==> src/core/timer_channel_pkg.sv <==
// Purpose: Shared constants and types for one timer channel with AXI4-Lite access.
// Assumes: 32-bit AXI4-Lite data, one aligned word per register.
// Notes: Register offsets are byte addresses.
package timer_channel_pkg;

  // ----------------------------------------
  // Register map
  // ----------------------------------------
  localparam logic [7:0] OFS_FIRST_CMP = 8'h00;
  localparam logic [7:0] OFS_SECOND_CMP = 8'h04;
  localparam logic [7:0] OFS_LOAD = 8'h08;
  localparam logic [7:0] OFS_COUNTER = 8'h0C;
  localparam logic [7:0] OFS_CONTROL = 8'h10;
  localparam logic [7:0] OFS_STATUS = 8'h14;
  localparam logic [7:0] OFS_MASK = 8'h18;

  localparam logic [15:0] CTRL_RESET = 16'h0000;
  localparam logic [15:0] CNT_MAX = 16'hFFFF;
  localparam logic [15:0] CNT_MIN = 16'h0000;

  // Status and mask bit positions
  localparam int STAT_COMPARE = 0;
  localparam int STAT_ROLLOVER = 1;
  localparam int STAT_WIDTH = 2;

  localparam logic [1:0] RESP_OKAY = 2'h0;
  localparam logic [1:0] RESP_SLVERR = 2'h2;

  // Prescaler select top bit and divider width
  localparam int PRESCALE_BITS = 7;

  // ----------------------------------------
  // Field encodings
  // ----------------------------------------
  typedef enum logic [2:0] {
    OUT_ACTIVE = 3'b000,
    OUT_CLEAR = 3'b001,
    OUT_SET = 3'b010,
    OUT_TOGGLE = 3'b011,
    OUT_TOGGLE_ALT = 3'b100,
    OUT_SET_SEC_CLR = 3'b101,
    OUT_SET_ROLL_CLR = 3'b110,
    OUT_GATED_CLK = 3'b111
  } out_mode_t;

  typedef enum logic [2:0] {
    CM_NOP = 3'b000,
    CM_RISE = 3'b001,
    CM_BOTH = 3'b010,
    CM_GATED = 3'b011,
    CM_QUAD = 3'b100,
    CM_DIR_SEC = 3'b101,
    CM_TRIGGERED = 3'b110,
    CM_CASCADE = 3'b111
  } count_mode_t;

  typedef struct packed {
    logic [2:0] count_mode;
    logic [3:0] primary_src;
    logic [1:0] secondary_src;
    logic single_shot;
    logic length;
    logic dir;
    logic cochannel_reinit_enable;
    logic [2:0] out_mode;
  } channel_control_t;

endpackage

==> src/core/timer_channel_output_control.sv <==
// Purpose: One 16-bit timer channel: counting, compare, reinit and output flag modes.
// Assumes: All pin and co-channel inputs synchronous to aclk; single AXI4-Lite master.
// Notes: Registers answer one cycle after both address and data are held.
// Notes on behaviour
// - Output mode 000: output high while the counter actively counts.
// - Output mode 001: clear output flag on each compare.
// - Output mode 010: set output flag on each compare.
// - Output mode 011: toggle output flag on each compare.
// - Output mode 100: toggle on compares alternating first and second compare values.
// - Output mode 101: set on compare, clear on secondary input edge.
// - Output mode 110: set on compare, clear on counter rollover.
// - Output mode 111: gated clock on output while counter active.
// - Reinit enable 0: ignore co-channel reinitialization requests.
// - Reinit enable 1: co-channels may force this counter to reinitialize.
// - Length 0 rolls over freely; length 1 reinitializes at compare.
// - Direction 0 counts up against first compare; 1 counts down.
// - Counting down, compare happens at the second compare value.
// - Alternating mode with length set alternates first and second compare targets.
// - Every compare sets the compare flag in status.
//
// Design decisions made here: register access over AXI4-Lite and the placing of the registers.
`timescale 1ns/1ps
module timer_channel_output_control #(
  parameter int WIDTH = 16,
  parameter int OWN_INDEX = 0
) (
  // Clock and reset
  input wire logic aclk,
  input wire logic aresetn,
  // AXI4-Lite write
  input wire logic [7:0] s_axi_awaddr,
  input wire logic s_axi_awvalid,
  output logic s_axi_awready,
  input wire logic [31:0] s_axi_wdata,
  input wire logic [3:0] s_axi_wstrb,
  input wire logic s_axi_wvalid,
  output logic s_axi_wready,
  output logic [1:0] s_axi_bresp,
  output logic s_axi_bvalid,
  input wire logic s_axi_bready,
  // AXI4-Lite read
  input wire logic [7:0] s_axi_araddr,
  input wire logic s_axi_arvalid,
  output logic s_axi_arready,
  output logic [31:0] s_axi_rdata,
  output logic [1:0] s_axi_rresp,
  output logic s_axi_rvalid,
  input wire logic s_axi_rready,
  // Timer group
  input wire logic [3:0] counter_pins,
  input wire logic [3:0] cochannel_outputs,
  input wire logic cochannel_reinit_req,
  // Channel outputs
  output logic timer_output_flag,
  output logic irq
);

  if (WIDTH != 16) $error("WIDTH must be 16");
  if (OWN_INDEX < 0 || OWN_INDEX > 3) $error("OWN_INDEX must be 0..3");

  // ----------------------------------------
  // Functions
  // ----------------------------------------
  function automatic logic [15:0] byte_merge(input logic [15:0] old, input logic [31:0] wd, input logic [3:0] st);
    logic [15:0] r;
    r = old;
    if (st[0]) r[7:0] = wd[7:0];
    if (st[1]) r[15:8] = wd[15:8];
    return r;
  endfunction
  function automatic logic rise(input logic now, input logic prev);
    return now & ~prev;
  endfunction

  // ----------------------------------------
  // State
  // ----------------------------------------
  timer_channel_pkg::channel_control_t ctrl_q, ctrl_d;
  logic [15:0] first_compare_value_q, first_compare_value_d;
  logic [15:0] second_compare_value_q, second_compare_value_d;
  logic [15:0] load_q, load_d;
  logic [15:0] cnt_q, cnt_d;
  logic [timer_channel_pkg::STAT_WIDTH-1:0] status_q, status_d;
  logic [timer_channel_pkg::STAT_WIDTH-1:0] mask_q, mask_d;
  logic alt_q, alt_d;
  logic stopped_q, stopped_d;
  logic armed_q, armed_d;
  logic flag_q, flag_d;
  logic irq_q, irq_d;
  logic prim_prev_q, prim_prev_d;
  logic sec_prev_q, sec_prev_d;
  logic [timer_channel_pkg::PRESCALE_BITS-1:0] div_q, div_d;
  logic aw_got_q, aw_got_d;
  logic w_got_q, w_got_d;
  logic [7:0] awaddr_q, awaddr_d;
  logic [31:0] wdata_q, wdata_d;
  logic [3:0] wstrb_q, wstrb_d;
  logic bvalid_q, bvalid_d;
  logic [1:0] bresp_q, bresp_d;
  logic rvalid_q, rvalid_d;
  logic [31:0] rdata_q, rdata_d;
  logic [1:0] rresp_q, rresp_d;

  // ----------------------------------------
  // Source selection and count events
  // ----------------------------------------
  logic prim_level, prim_is_tick, prim_tick, sec_level, own_src, active;
  logic prim_edge, prim_any_edge, sec_edge, step, step_down;
  logic [2:0] pre_sel;
  logic [15:0] target;
  logic compare_hit, roll_hit, reinit_req;
  always_comb begin
    pre_sel = ctrl_q.primary_src[2:0];
    prim_is_tick = ctrl_q.primary_src[3];
    prim_level = ctrl_q.primary_src[2] ? cochannel_outputs[ctrl_q.primary_src[1:0]]
                                       : counter_pins[ctrl_q.primary_src[1:0]];
    // Divide by 2^n pulses when the low n divider bits are all ones
    prim_tick = (pre_sel == 3'h0) ? 1'b1
              : &(div_q | ~((7'h01 << pre_sel) - 7'h01));
    sec_level = counter_pins[ctrl_q.secondary_src];
    own_src = !prim_is_tick && ctrl_q.primary_src[2] && (ctrl_q.primary_src[1:0] == 2'(OWN_INDEX));
    active = (ctrl_q.count_mode != timer_channel_pkg::CM_NOP) && !own_src && !stopped_q;
    prim_edge = prim_is_tick ? prim_tick : rise(prim_level, prim_prev_q);
    prim_any_edge = prim_is_tick ? prim_tick : (prim_level ^ prim_prev_q);
    sec_edge = rise(sec_level, sec_prev_q);
    step_down = ctrl_q.dir;
    case (ctrl_q.count_mode)
      timer_channel_pkg::CM_RISE: step = prim_edge;
      timer_channel_pkg::CM_BOTH: step = prim_any_edge;
      timer_channel_pkg::CM_GATED: step = prim_edge && sec_level;
      timer_channel_pkg::CM_QUAD: begin
        step = prim_any_edge;
        step_down = prim_level ~^ sec_level;
      end
      timer_channel_pkg::CM_DIR_SEC: begin
        step = prim_edge;
        step_down = sec_level;
      end
      timer_channel_pkg::CM_TRIGGERED: step = prim_edge && armed_q;
      timer_channel_pkg::CM_CASCADE: step = prim_edge;
      default: step = 1'b0;
    endcase
    step = step && active;
    // Alternating mode chooses its target by phase, else by direction
    if (ctrl_q.out_mode == timer_channel_pkg::OUT_TOGGLE_ALT) begin
      target = alt_q ? second_compare_value_q : first_compare_value_q;
    end else begin
      target = step_down ? second_compare_value_q : first_compare_value_q;
    end
    compare_hit = step && (cnt_q == target);
    roll_hit = step && (step_down ? (cnt_q == timer_channel_pkg::CNT_MIN)
                                  : (cnt_q == timer_channel_pkg::CNT_MAX));
    reinit_req = cochannel_reinit_req && ctrl_q.cochannel_reinit_enable;
  end

  // ----------------------------------------
  // Next state
  // ----------------------------------------
  logic aw_hs, w_hs, ar_hs, do_write, status_read;
  logic [timer_channel_pkg::STAT_WIDTH-1:0] events;
  always_comb begin
    aw_hs = s_axi_awvalid && s_axi_awready;
    w_hs = s_axi_wvalid && s_axi_wready;
    ar_hs = s_axi_arvalid && s_axi_arready;
    do_write = aw_got_q && w_got_q && !bvalid_q;
    status_read = ar_hs && (s_axi_araddr == timer_channel_pkg::OFS_STATUS);
    ctrl_d = ctrl_q;
    first_compare_value_d = first_compare_value_q;
    second_compare_value_d = second_compare_value_q;
    load_d = load_q;
    cnt_d = cnt_q;
    mask_d = mask_q;
    alt_d = alt_q;
    stopped_d = stopped_q;
    armed_d = armed_q;
    flag_d = flag_q;
    prim_prev_d = prim_level;
    sec_prev_d = sec_level;
    div_d = div_q + 7'h01;
    // Counter core
    if (reinit_req) begin
      cnt_d = load_q;
    end else if (compare_hit && ctrl_q.length) begin
      cnt_d = load_q;
    end else if (step) begin
      cnt_d = step_down ? cnt_q - 16'h0001 : cnt_q + 16'h0001;
    end
    if (compare_hit) begin
      alt_d = !alt_q;
      armed_d = 1'b0;
      if (ctrl_q.single_shot) stopped_d = 1'b1;
    end
    if (ctrl_q.count_mode == timer_channel_pkg::CM_TRIGGERED && sec_edge) armed_d = 1'b1;
    // Output flag
    case (ctrl_q.out_mode)
      timer_channel_pkg::OUT_ACTIVE: flag_d = active;
      timer_channel_pkg::OUT_CLEAR: if (compare_hit) flag_d = 1'b0;
      timer_channel_pkg::OUT_SET: if (compare_hit) flag_d = 1'b1;
      timer_channel_pkg::OUT_TOGGLE: if (compare_hit) flag_d = !flag_q;
      timer_channel_pkg::OUT_TOGGLE_ALT: if (compare_hit) flag_d = !flag_q;
      // Set beats a clearing edge landing in the same cycle
      timer_channel_pkg::OUT_SET_SEC_CLR: begin
        if (compare_hit) flag_d = 1'b1;
        else if (sec_edge) flag_d = 1'b0;
      end
      timer_channel_pkg::OUT_SET_ROLL_CLR: begin
        if (compare_hit) flag_d = 1'b1;
        else if (roll_hit) flag_d = 1'b0;
      end
      // Registered copy of the source; relies on a counter output as source
      timer_channel_pkg::OUT_GATED_CLK: flag_d = active && prim_level;
      default: flag_d = 1'b0;
    endcase
    // Sticky events; a new event wins over the read that clears
    events = '0;
    events[timer_channel_pkg::STAT_COMPARE] = compare_hit;
    events[timer_channel_pkg::STAT_ROLLOVER] = roll_hit;
    status_d = (status_read ? '0 : status_q) | events;
    irq_d = |(status_d & mask_d);
    // Write channel
    aw_got_d = aw_got_q;
    w_got_d = w_got_q;
    awaddr_d = awaddr_q;
    wdata_d = wdata_q;
    wstrb_d = wstrb_q;
    bvalid_d = bvalid_q;
    bresp_d = bresp_q;
    if (aw_hs) begin
      aw_got_d = 1'b1;
      awaddr_d = s_axi_awaddr;
    end
    if (w_hs) begin
      w_got_d = 1'b1;
      wdata_d = s_axi_wdata;
      wstrb_d = s_axi_wstrb;
    end
    if (do_write) begin
      aw_got_d = 1'b0;
      w_got_d = 1'b0;
      bvalid_d = 1'b1;
      bresp_d = timer_channel_pkg::RESP_OKAY;
      case (awaddr_q)
        timer_channel_pkg::OFS_FIRST_CMP: first_compare_value_d = byte_merge(first_compare_value_q, wdata_q, wstrb_q);
        timer_channel_pkg::OFS_SECOND_CMP: second_compare_value_d = byte_merge(second_compare_value_q, wdata_q, wstrb_q);
        timer_channel_pkg::OFS_LOAD: load_d = byte_merge(load_q, wdata_q, wstrb_q);
        timer_channel_pkg::OFS_COUNTER: cnt_d = byte_merge(cnt_q, wdata_q, wstrb_q);
        timer_channel_pkg::OFS_CONTROL: begin
          ctrl_d = timer_channel_pkg::channel_control_t'(byte_merge(ctrl_q, wdata_q, wstrb_q));
          // A fresh configuration restarts a stopped one-shot and the alternation
          stopped_d = 1'b0;
          alt_d = 1'b0;
        end
        timer_channel_pkg::OFS_MASK: if (wstrb_q[0]) mask_d = wdata_q[timer_channel_pkg::STAT_WIDTH-1:0];
        timer_channel_pkg::OFS_STATUS: ;
        default: bresp_d = timer_channel_pkg::RESP_SLVERR;
      endcase
    end
    if (bvalid_q && s_axi_bready) bvalid_d = 1'b0;
    // Read channel
    rvalid_d = rvalid_q;
    rdata_d = rdata_q;
    rresp_d = rresp_q;
    if (ar_hs) begin
      rvalid_d = 1'b1;
      rresp_d = timer_channel_pkg::RESP_OKAY;
      case (s_axi_araddr)
        timer_channel_pkg::OFS_FIRST_CMP: rdata_d = {16'h0000, first_compare_value_q};
        timer_channel_pkg::OFS_SECOND_CMP: rdata_d = {16'h0000, second_compare_value_q};
        timer_channel_pkg::OFS_LOAD: rdata_d = {16'h0000, load_q};
        timer_channel_pkg::OFS_COUNTER: rdata_d = {16'h0000, cnt_q};
        timer_channel_pkg::OFS_CONTROL: rdata_d = {16'h0000, ctrl_q};
        timer_channel_pkg::OFS_STATUS: rdata_d = {30'h00000000, status_q};
        timer_channel_pkg::OFS_MASK: rdata_d = {30'h00000000, mask_q};
        default: begin
          rdata_d = 32'h00000000;
          rresp_d = timer_channel_pkg::RESP_SLVERR;
        end
      endcase
    end else if (rvalid_q && s_axi_rready) begin
      rvalid_d = 1'b0;
    end
  end

  // ----------------------------------------
  // Registers
  // ----------------------------------------
  always_ff @(posedge aclk) begin
    if (!aresetn) begin
      ctrl_q <= timer_channel_pkg::channel_control_t'(timer_channel_pkg::CTRL_RESET);
      first_compare_value_q <= 16'h0000;
      second_compare_value_q <= 16'h0000;
      load_q <= 16'h0000;
      cnt_q <= 16'h0000;
      status_q <= '0;
      mask_q <= '0;
      alt_q <= 1'b0;
      stopped_q <= 1'b0;
      armed_q <= 1'b0;
      flag_q <= 1'b0;
      irq_q <= 1'b0;
      prim_prev_q <= 1'b0;
      sec_prev_q <= 1'b0;
      div_q <= '0;
      aw_got_q <= 1'b0;
      w_got_q <= 1'b0;
      awaddr_q <= 8'h00;
      wdata_q <= 32'h00000000;
      wstrb_q <= 4'h0;
      bvalid_q <= 1'b0;
      bresp_q <= 2'h0;
      rvalid_q <= 1'b0;
      rdata_q <= 32'h00000000;
      rresp_q <= 2'h0;
    end else begin
      ctrl_q <= ctrl_d;
      first_compare_value_q <= first_compare_value_d;
      second_compare_value_q <= second_compare_value_d;
      load_q <= load_d;
      cnt_q <= cnt_d;
      status_q <= status_d;
      mask_q <= mask_d;
      alt_q <= alt_d;
      stopped_q <= stopped_d;
      armed_q <= armed_d;
      flag_q <= flag_d;
      irq_q <= irq_d;
      prim_prev_q <= prim_prev_d;
      sec_prev_q <= sec_prev_d;
      div_q <= div_d;
      aw_got_q <= aw_got_d;
      w_got_q <= w_got_d;
      awaddr_q <= awaddr_d;
      wdata_q <= wdata_d;
      wstrb_q <= wstrb_d;
      bvalid_q <= bvalid_d;
      bresp_q <= bresp_d;
      rvalid_q <= rvalid_d;
      rdata_q <= rdata_d;
      rresp_q <= rresp_d;
    end
  end

  // Handshake readies are flops too; they drop while an item is held
  logic awready_q, wready_q, arready_q;
  always_ff @(posedge aclk) begin
    if (!aresetn) begin
      awready_q <= 1'b0;
      wready_q <= 1'b0;
      arready_q <= 1'b0;
    end else begin
      awready_q <= !aw_got_d && !bvalid_d && !(aw_hs);
      wready_q <= !w_got_d && !bvalid_d && !(w_hs);
      arready_q <= !rvalid_d && !ar_hs;
    end
  end

  assign s_axi_awready = awready_q;
  assign s_axi_wready = wready_q;
  assign s_axi_bvalid = bvalid_q;
  assign s_axi_bresp = bresp_q;
  assign s_axi_arready = arready_q;
  assign s_axi_rvalid = rvalid_q;
  assign s_axi_rdata = rdata_q;
  assign s_axi_rresp = rresp_q;
  assign timer_output_flag = flag_q;
  assign irq = irq_q;

endmodule

==> config.mk <==
export PLATFORM = sky130hd
export DESIGN_NAME = timer_channel_output_control
export DESIGN_NICKNAME = d
export VERILOG_FILES = /design/src/core/timer_channel_pkg.sv /design/src/core/timer_channel_output_control.sv
export SDC_FILE = /design/constraint.sdc
export NUM_CORES = 1
export LEC_CHECK = 0
export BUFFER_PORTS_ARGS = -buffer_cell sky130_fd_sc_hd__buf_2
export CAP_MARGIN = 20
export CORE_ASPECT_RATIO = 1.1
export CORE_MARGIN = 1.5
export CORE_UTILIZATION = 40
export CTS_CLUSTER_DIAMETER = 40
export DETAILED_ROUTE_END_ITERATION = 10
export MAX_ROUTING_LAYER = met4
export PLACE_DENSITY = 0.7
export RECOVER_POWER = 50
export SKIP_LAST_GASP = 1
export SYNTH_ARGS = -nofsm -noshare
export SYNTH_HDL_FRONTEND = slang
export SYNTH_SLANG_ARGS = --single-unit
==> constraint.sdc <==
create_clock -name aclk -period 10.84 [get_ports aclk]
set_input_delay 3.252 -clock aclk [delete_from_list [all_inputs] [get_ports aclk]]
set_output_delay 3.252 -clock aclk [all_outputs]
set_load 0.02 [all_outputs]
==> qor.yml, run 1 <==
p_seq_share_pct: 46.8
cts_sinks: 149
antenna_found_initial: 0
criticalPathCategory: "input port to flop"
max_freq_mhz: 122
switchingPower_w: 0.000295
critical_path.cell_chain: "clkbuf_1 -> clkinvlp_2 -> clkbuf_1 -> a2111oi_1"
post-place-ws_ps: 2930
dr.first_iter.drc_count: 713
track_usage_pct: 21.9
crit_arrival_ps: 8470
syn_to_final_growth_pct: 11.6
clk_pin_slew_ps: 60
cts_max_path_buffers: 2
netlist_instances: 1006
synth_commonest_cells: "nand2_1 (157), dfxtp_1 (149), nor2_1 (103), a21oi_1 (99), clkbuf_1 (55)"
combPwrFrac_pct: 4.7
synth.top_cell.area_share_pct: 36.4
overflow: 0
worst-path-buf-inv: 3
ys_async_sr_fraction_pct: 0
synth-edff-count: 0
holdBufCountCts: 0
dpl_cell_area_sq_um: 8580
coreArea_sq_um: 19900
power_density_nw_per_um2: 133
finalSetupViolations: 0
routed_wl_um: 22700
start_util_pct: 41.1
gp_congestion: 0.966
pwr-share-clk_pct: 48.5
slowest_stage: "clkbuf_1"
skew_ps: 9.02
ir_worst_vdd_uv: 118
synth.most_common_cell: "nand2_1"
via_per_inst: 5.75
slew_headroom_pct: -155
yosysTopAreaCell: "dfxtp_1"
dieWidth_um: 139
rsz0062_at_grt: "no"
cp_max_fo: 87
drv_cap: 2
synth_seq_cells: 149
hold_class: "flop to flop"
syn-mean-instance-area_sq_um: 8.14
hold_viol: 0
worst_slack_ps: 2640
synth_cell_type_count: 65
port_buffers: 74
tritoncts: "yes"
layout-drive-gt1-share_pct: 11.7
finalMaxSlewViolations: 88
worstMarginPinSlew_ps: 3820
diodes: 0
ant_nets: 0
h-tree-depth: 4
synth_area_leaders: "dfxtp_1 (36%), nand2_1 (7.2%), a21oi_1 (6.1%)"
ys_warn_count: 0
syn_area_sq_um: 8190
dr_total_vias: 7469
swShare_pct: 24.2
grt_pass1_wl_um: 36100
violations: "DRC, capacitance limit, slew limit"
required_ps: 11100
finalSetupTns_ps: 0
crit_family: "buffers and inverters"
final_cell_area_sq_um: 9140
worstSetupEndpointType: "flop"
numCtsBuffers: 17
p_int_w: 0.000923
grt_max_degree: 88
r2r_setup_slack_ps: 5490
dpl.hpwl_um: 16000
synth_flop_cell: "dfxtp_1"
die_area_sq_um: 21300
final_nets: 1121
max_stage_delay_ps: 1650
io_pins: 111
ys_seq_area_share_pct: 36.4
insertion_delay_ps: 430
rows: 54
start_kind: "input port"
p_leak_nw: 3.45
wire_per_inst_um: 17.4
grt_pass1_vias: 6715
clockRootBuffer: "clkbuf_16"
postCtsSetupRepairBufs: 0
drc_errors: 9
post_cts_resize_count: 0
fill_cells: 1976
drt_pass1_iterations: 9
path_common_cell: "clkbuf_1"
die_h_um: 153
status: "finished, violations left"
min_period_over_period_pct: 75.7
post-route-min-period_ps: 8200
## flip-flops by register name, indices dropped and copies added, names as in the netlist, 2 cells and up
| signal | flops |
|---|---|
| cnt_q | 16 |
| awaddr_q | 8 |
| first_compare_value_q | 16 |
| ctrl_q | 16 |
| s_axi_rdata | 16 |
| div_q | 7 |
| second_compare_value_q | 16 |
| mask_q | 2 |
| status_q | 2 |
| wdata_q | 16 |
| load_q | 16 |
| wstrb_q | 2 |
## layout make-up
class,count,area [sq um],share of cell area (%)
clock buffer,19,443,4.85
clock inverter,13,148,1.62
inverter,20,76.3,0.835
multi-input combinational,766,4790,52.5
sequential,149,2980,32.6
tap,252,315,3.45
timing repair buffer,80,377,4.12
## tightest hold or removal path: stages (launching register included)
cell	delay, ps
dfxtp_1	310
nand2_1	50
a21oi_1	50
## cells by family (layout without fill, tap and decap cells)
group,count (synthesis),after routing,share of synthesized area (%)
XOR/XNOR,37,37,3.96
other,1,18,0.0458
flip-flops,149,149,36.4
buffers and inverters,108,132,5.91
multiplexers,70,70,11.3
adder cells (fa/ha/maj),19,19,3.00
AND/OR/NAND/NOR,409,409,22.9
AO/OA/AOI/OAI,213,213,16.4
## metal layers
metal | up-vias | GRT usage (%) | routed length [um]
li1 | 3595 | - | -
met1 | 3536 | 29.5 | 9960
met2 | 310 | 33.1 | 10400
met3 | 28 | 4.79 | 2010
met4 | 0 | 5.67 | 304
met5 | - | - | 0
## power by group through the flow
| stage | Sequential [W] | Combinational (W) | Clock [W] |
|---|---|---|---|
| finish | 0.000569 | 0.0000577 | 0.000590 |
| global route | 0.000570 | 0.0000641 | 0.000619 |
| CTS | 0.000569 | 0.0000583 | 0.000595 |
| detailed placement | 0.000581 | 0.0000581 | 0 |
| global placement | 0.000581 | 0.0000574 | 0 |
| floorplan | 0.000576 | 0.0000451 | 0 |
## metrics by stage
step           instances  hold WS [ps]  utilization [%]  total power (W)
6_report            1299           452             45.8          0.00122
5_1_grt             1299           476             45.8          0.00125
4_1_cts             1298           453             46.0          0.00122
3_5_place_dp        1266           443             43.0         0.000639
3_3_place_gp        1266           440             43.0         0.000638
2_1_floorplan       1023           422                -         0.000621
## path summary, 6_finish.rpt
kind,startpoint,end,cells after the start
max,aresetn,cnt_q[3]$_SDFFE_PN0P_,4
min,awaddr_q[6]$_SDFFE_PN0P_,awaddr_q[6]$_SDFFE_PN0P_,2
max reg2reg,ctrl_q[9]$_SDFFE_PN0P_,cnt_q[15]$_SDFFE_PN0P_,15
min reg2reg,awaddr_q[6]$_SDFFE_PN0P_,awaddr_q[6]$_SDFFE_PN0P_,2
## layout by cell type (no fill, tap or decap), types with 4 or more instances in the layout
cell type   synthesis  final
or3_1               4      4
nand4_1             9      9
a221oi_1            6      6
xnor2_1            16     16
conb_1              1     18
buf_2               6     48
nor4_1             10     10
nand2b_1            5      5
mux2_2             12     12
and3_1             12     12
a2111oi_1           5      5
a31oi_1             7      7
xor2_1             21     21
o21ai_0            30     30
clkbuf_16           0     17
mux2i_1            41     41
nor2b_1             7      7
nor3_1             24     24
mux4_2             17     17
nand2_1           157    157
nand3_1            41     41
and2_1              7      6
a22oi_1            19     19
ha_1               18     18
nor3b_1            10     10
buf_4              18      4
clkbuf_1           55     28
a21oi_1            99     99
a211oi_1            6      6
nor2_1            103    103
clkinvlp_4          0      4
inv_1              20     19
dfxtp_1           149    149
(Power assumes the default switching activity.)
==> inputs of run 2 (changes only) <==
PLACE_DENSITY = 0.72   (was 0.7)
clock period = 6.7 ns   (was 10.84 ns; I/O delays follow)
==> run 2 against run 1 <==
Net effect:
- the run ends with DRC left
- combinational power is 64% higher
- sequential share of layout area is 0.098 points lower
- cell area is 0.30% higher
- wire length is 1.8% lower
- first-iteration DRC count is 17% lower
- setup slack worse by 1900 ps
- clock skew is 4.8 ps lower
- global-route usage hardly changed
- critical path type unchanged
- largest cell class unchanged
- highest routed layer unchanged
==> qor.yml, run 2 (same netlist as run 1, synthesis figures left out) <==
status: "finished, violations left"
violations: "DRC"
antenna_found_initial: 0  # unchanged
die_area_sq_um: 21300  # unchanged
sequential_cell_area_sq_um: 2980  # unchanged
finalSetupTns_ps: 0  # unchanged
stdcell_count: 1304  # +0.38%
crit_arrival_ps: 6310  # -2160 ps
post_cts_resize_count: 0  # unchanged
dieWidth_um: 139  # unchanged
ir_worst_vdd_uv: 210  # +78%
tritoncts: "yes"
overflow: 0  # unchanged
grt_pass1_vias: 7015  # +4.5%
drv_cap: 0  # -2
h-tree-depth: 4  # unchanged
postCtsSetupRepairBufs: 0  # unchanged
via_per_inst: 5.77  # +0.43%
multi_input_area_sq_um: 4790  # unchanged
worstSetupEndpointType: "flop"
clk_pin_slew_ps: 60  # about the same
power_density_nw_per_um2: 211  # +59%
coreArea_sq_um: 19900  # unchanged
holdBufCountCts: 0  # unchanged
critical_path.cell_chain: "buf_2 -> mux4_2 -> mux2_2 -> or4_1 -> and3_1 -> inv_1 -> ha_1 -> a211oi_1 -> o21ai_0 -> a311oi_1 -> nor3_1 -> o31ai_1 -> a21o_1 -> nand3_1 -> xor2_1 -> o31ai_1"
slowest_stage: "or4_1"
diodes: 0  # unchanged
criticalPathCategory: "input port to flop"
finalMaxSlewViolations: 0  # -100%
slew_headroom_pct: 9.78  # +160 points
dr.first_iter.drc_count: 595  # -17%
path_common_cell: "o31ai_1"
cp_max_fo: 9  # -90%
wire_per_inst_um: 17.1  # -2.1%
finalSetupViolations: 0  # unchanged
hold_class: "flop to flop"
r2r_setup_slack_ps: 1800  # -3690 ps
start_util_pct: 41.1  # unchanged
layout-drive-gt1-share_pct: 12.6  # +0.89 points
syn_to_final_growth_pct: 11.9
mostFrequentLayoutCell: "nand2_1"
track_usage_pct: 21.9  # +0.041 points
port_buffers: 74  # unchanged
ant_nets: 0  # unchanged
drc_errors: 7  # -2
grt_pass1_wl_um: 36400  # +0.86%
gp_congestion: 0.960  # -0.63%
routed_wl_um: 22300  # -1.8%
numCtsBuffers: 17  # unchanged
min_period_over_period_pct: 89.0
max_freq_mhz: 168
grtUsageMet2_pct: 32.4  # -0.69 points
final_nets: 1126  # +0.45%
worst-path-buf-inv: 2  # -1
grt_max_degree: 65  # -26%
insertion_delay_ps: 430  # about the same
dpl.hpwl_um: 16100  # +0.46%
worstMarginPinSlew_ps: 1350  # -2470 ps
grt.met3_usage_pct: 4.82  # +0.031 points
cts_sinks: 149  # unchanged
use_met1_pct: 29.7  # +0.18 points
dr_total_vias: 7530  # +0.82%
cts_max_path_buffers: 2  # unchanged
crit_family: "compound AO/OA/AOI/OAI gates"
fill_cells: 1955  # -1.1%
layout_common_cells: "nand2_1 (157), dfxtp_1 (149), nor2_1 (103)"
p_leak_nw: 3.49  # +1.1%
skew_ps: 4.25  # -4.77 ps
clockRootBuffer: "clkbuf_16"
drt_pass1_iterations: 8  # -1
rows: 54  # unchanged
die_h_um: 153  # unchanged
io_pins: 111  # unchanged
required_ps: 7040  # -4060 ps
start_kind: "input port"
rsz0062_at_grt: "no"
grt_most_used_layer: "met2"
dp_cells: 1271  # +0.39%
hold_viol: 0  # unchanged
max_stage_delay_ps: 510  # -1140 ps
post-route-min-period_ps: 5960
-- run 2: path summary, 6_finish.rpt --
path	startpoint	to	cells past startpoint
worst min register to register	awaddr_q[7]$_SDFFE_PN0P_	awaddr_q[7]$_SDFFE_PN0P_	2
worst max register to register	ctrl_q[9]$_SDFFE_PN0P_	cnt_q[15]$_SDFFE_PN0P_	15
worst min-delay path	awaddr_q[7]$_SDFFE_PN0P_	awaddr_q[7]$_SDFFE_PN0P_	2
worst max-delay path	counter_pins[2]	cnt_q[15]$_SDFFE_PN0P_	16
-- run 2: per-stage QoR --
stage               hold slack, ps  total power (W)  setup WS, ps  cell area (sq um)  util [%]
global route                   470          0.00200           525               9160      46.0
detailed placement             447          0.00103           332               8620      43.2
CTS                            455          0.00194           766               9190      46.1
finish                         452          0.00194           738               9160      46.0
global placement               441          0.00103           458               8620      43.2
floorplan                      422          0.00101           793               8250         -
-- run 2: cell type report --
type | instances | area share, %
Sequential cell | 149 | 32.6
Clock buffer | 19 | 4.83
Inverter | 20 | 0.847
Tap cell | 252 | 3.44
Clock inverter | 13 | 1.39
Multi-Input combinational cell | 766 | 52.3
Timing Repair Buffer | 85 | 4.61
-- run 2: report_power, final --
part | total [W] | internal, W | leakage (nW) | switching, W
logic | 0.0000944 | 0.0000318 | 2.02 | 0.0000626
clock network | 0.000921 | 0.000525 | 0.264 | 0.000397
registers | 0.000921 | 0.000899 | 1.20 | 0.0000217
-- run 2: layer usage --
| metal | vias up | share of wire (%) | routed length (um) |
|---|---|---|---|
| met1 | 3547 | 45 | 10100 |
| met5 | - | 0 | 0 |
| met3 | 43 | 8.6 | 1910 |
| met4 | 0 | 2.3 | 521 |
| met2 | 319 | 44 | 9760 |
| li1 | 3621 | - | - |
-- run 2: worst reg2reg max path: stages (launching register included) --
cell,delay (ps)
dfxtp_1,520
mux4_2,550
mux2_2,380
or4_1,510
and3_1,260
inv_1,250
ha_1,300
a211oi_1,310
o21ai_0,240
a311oi_1,390
nor3_1,110
o31ai_1,330
a21o_1,170
nand3_1,110
xor2_1,170
o31ai_1,210
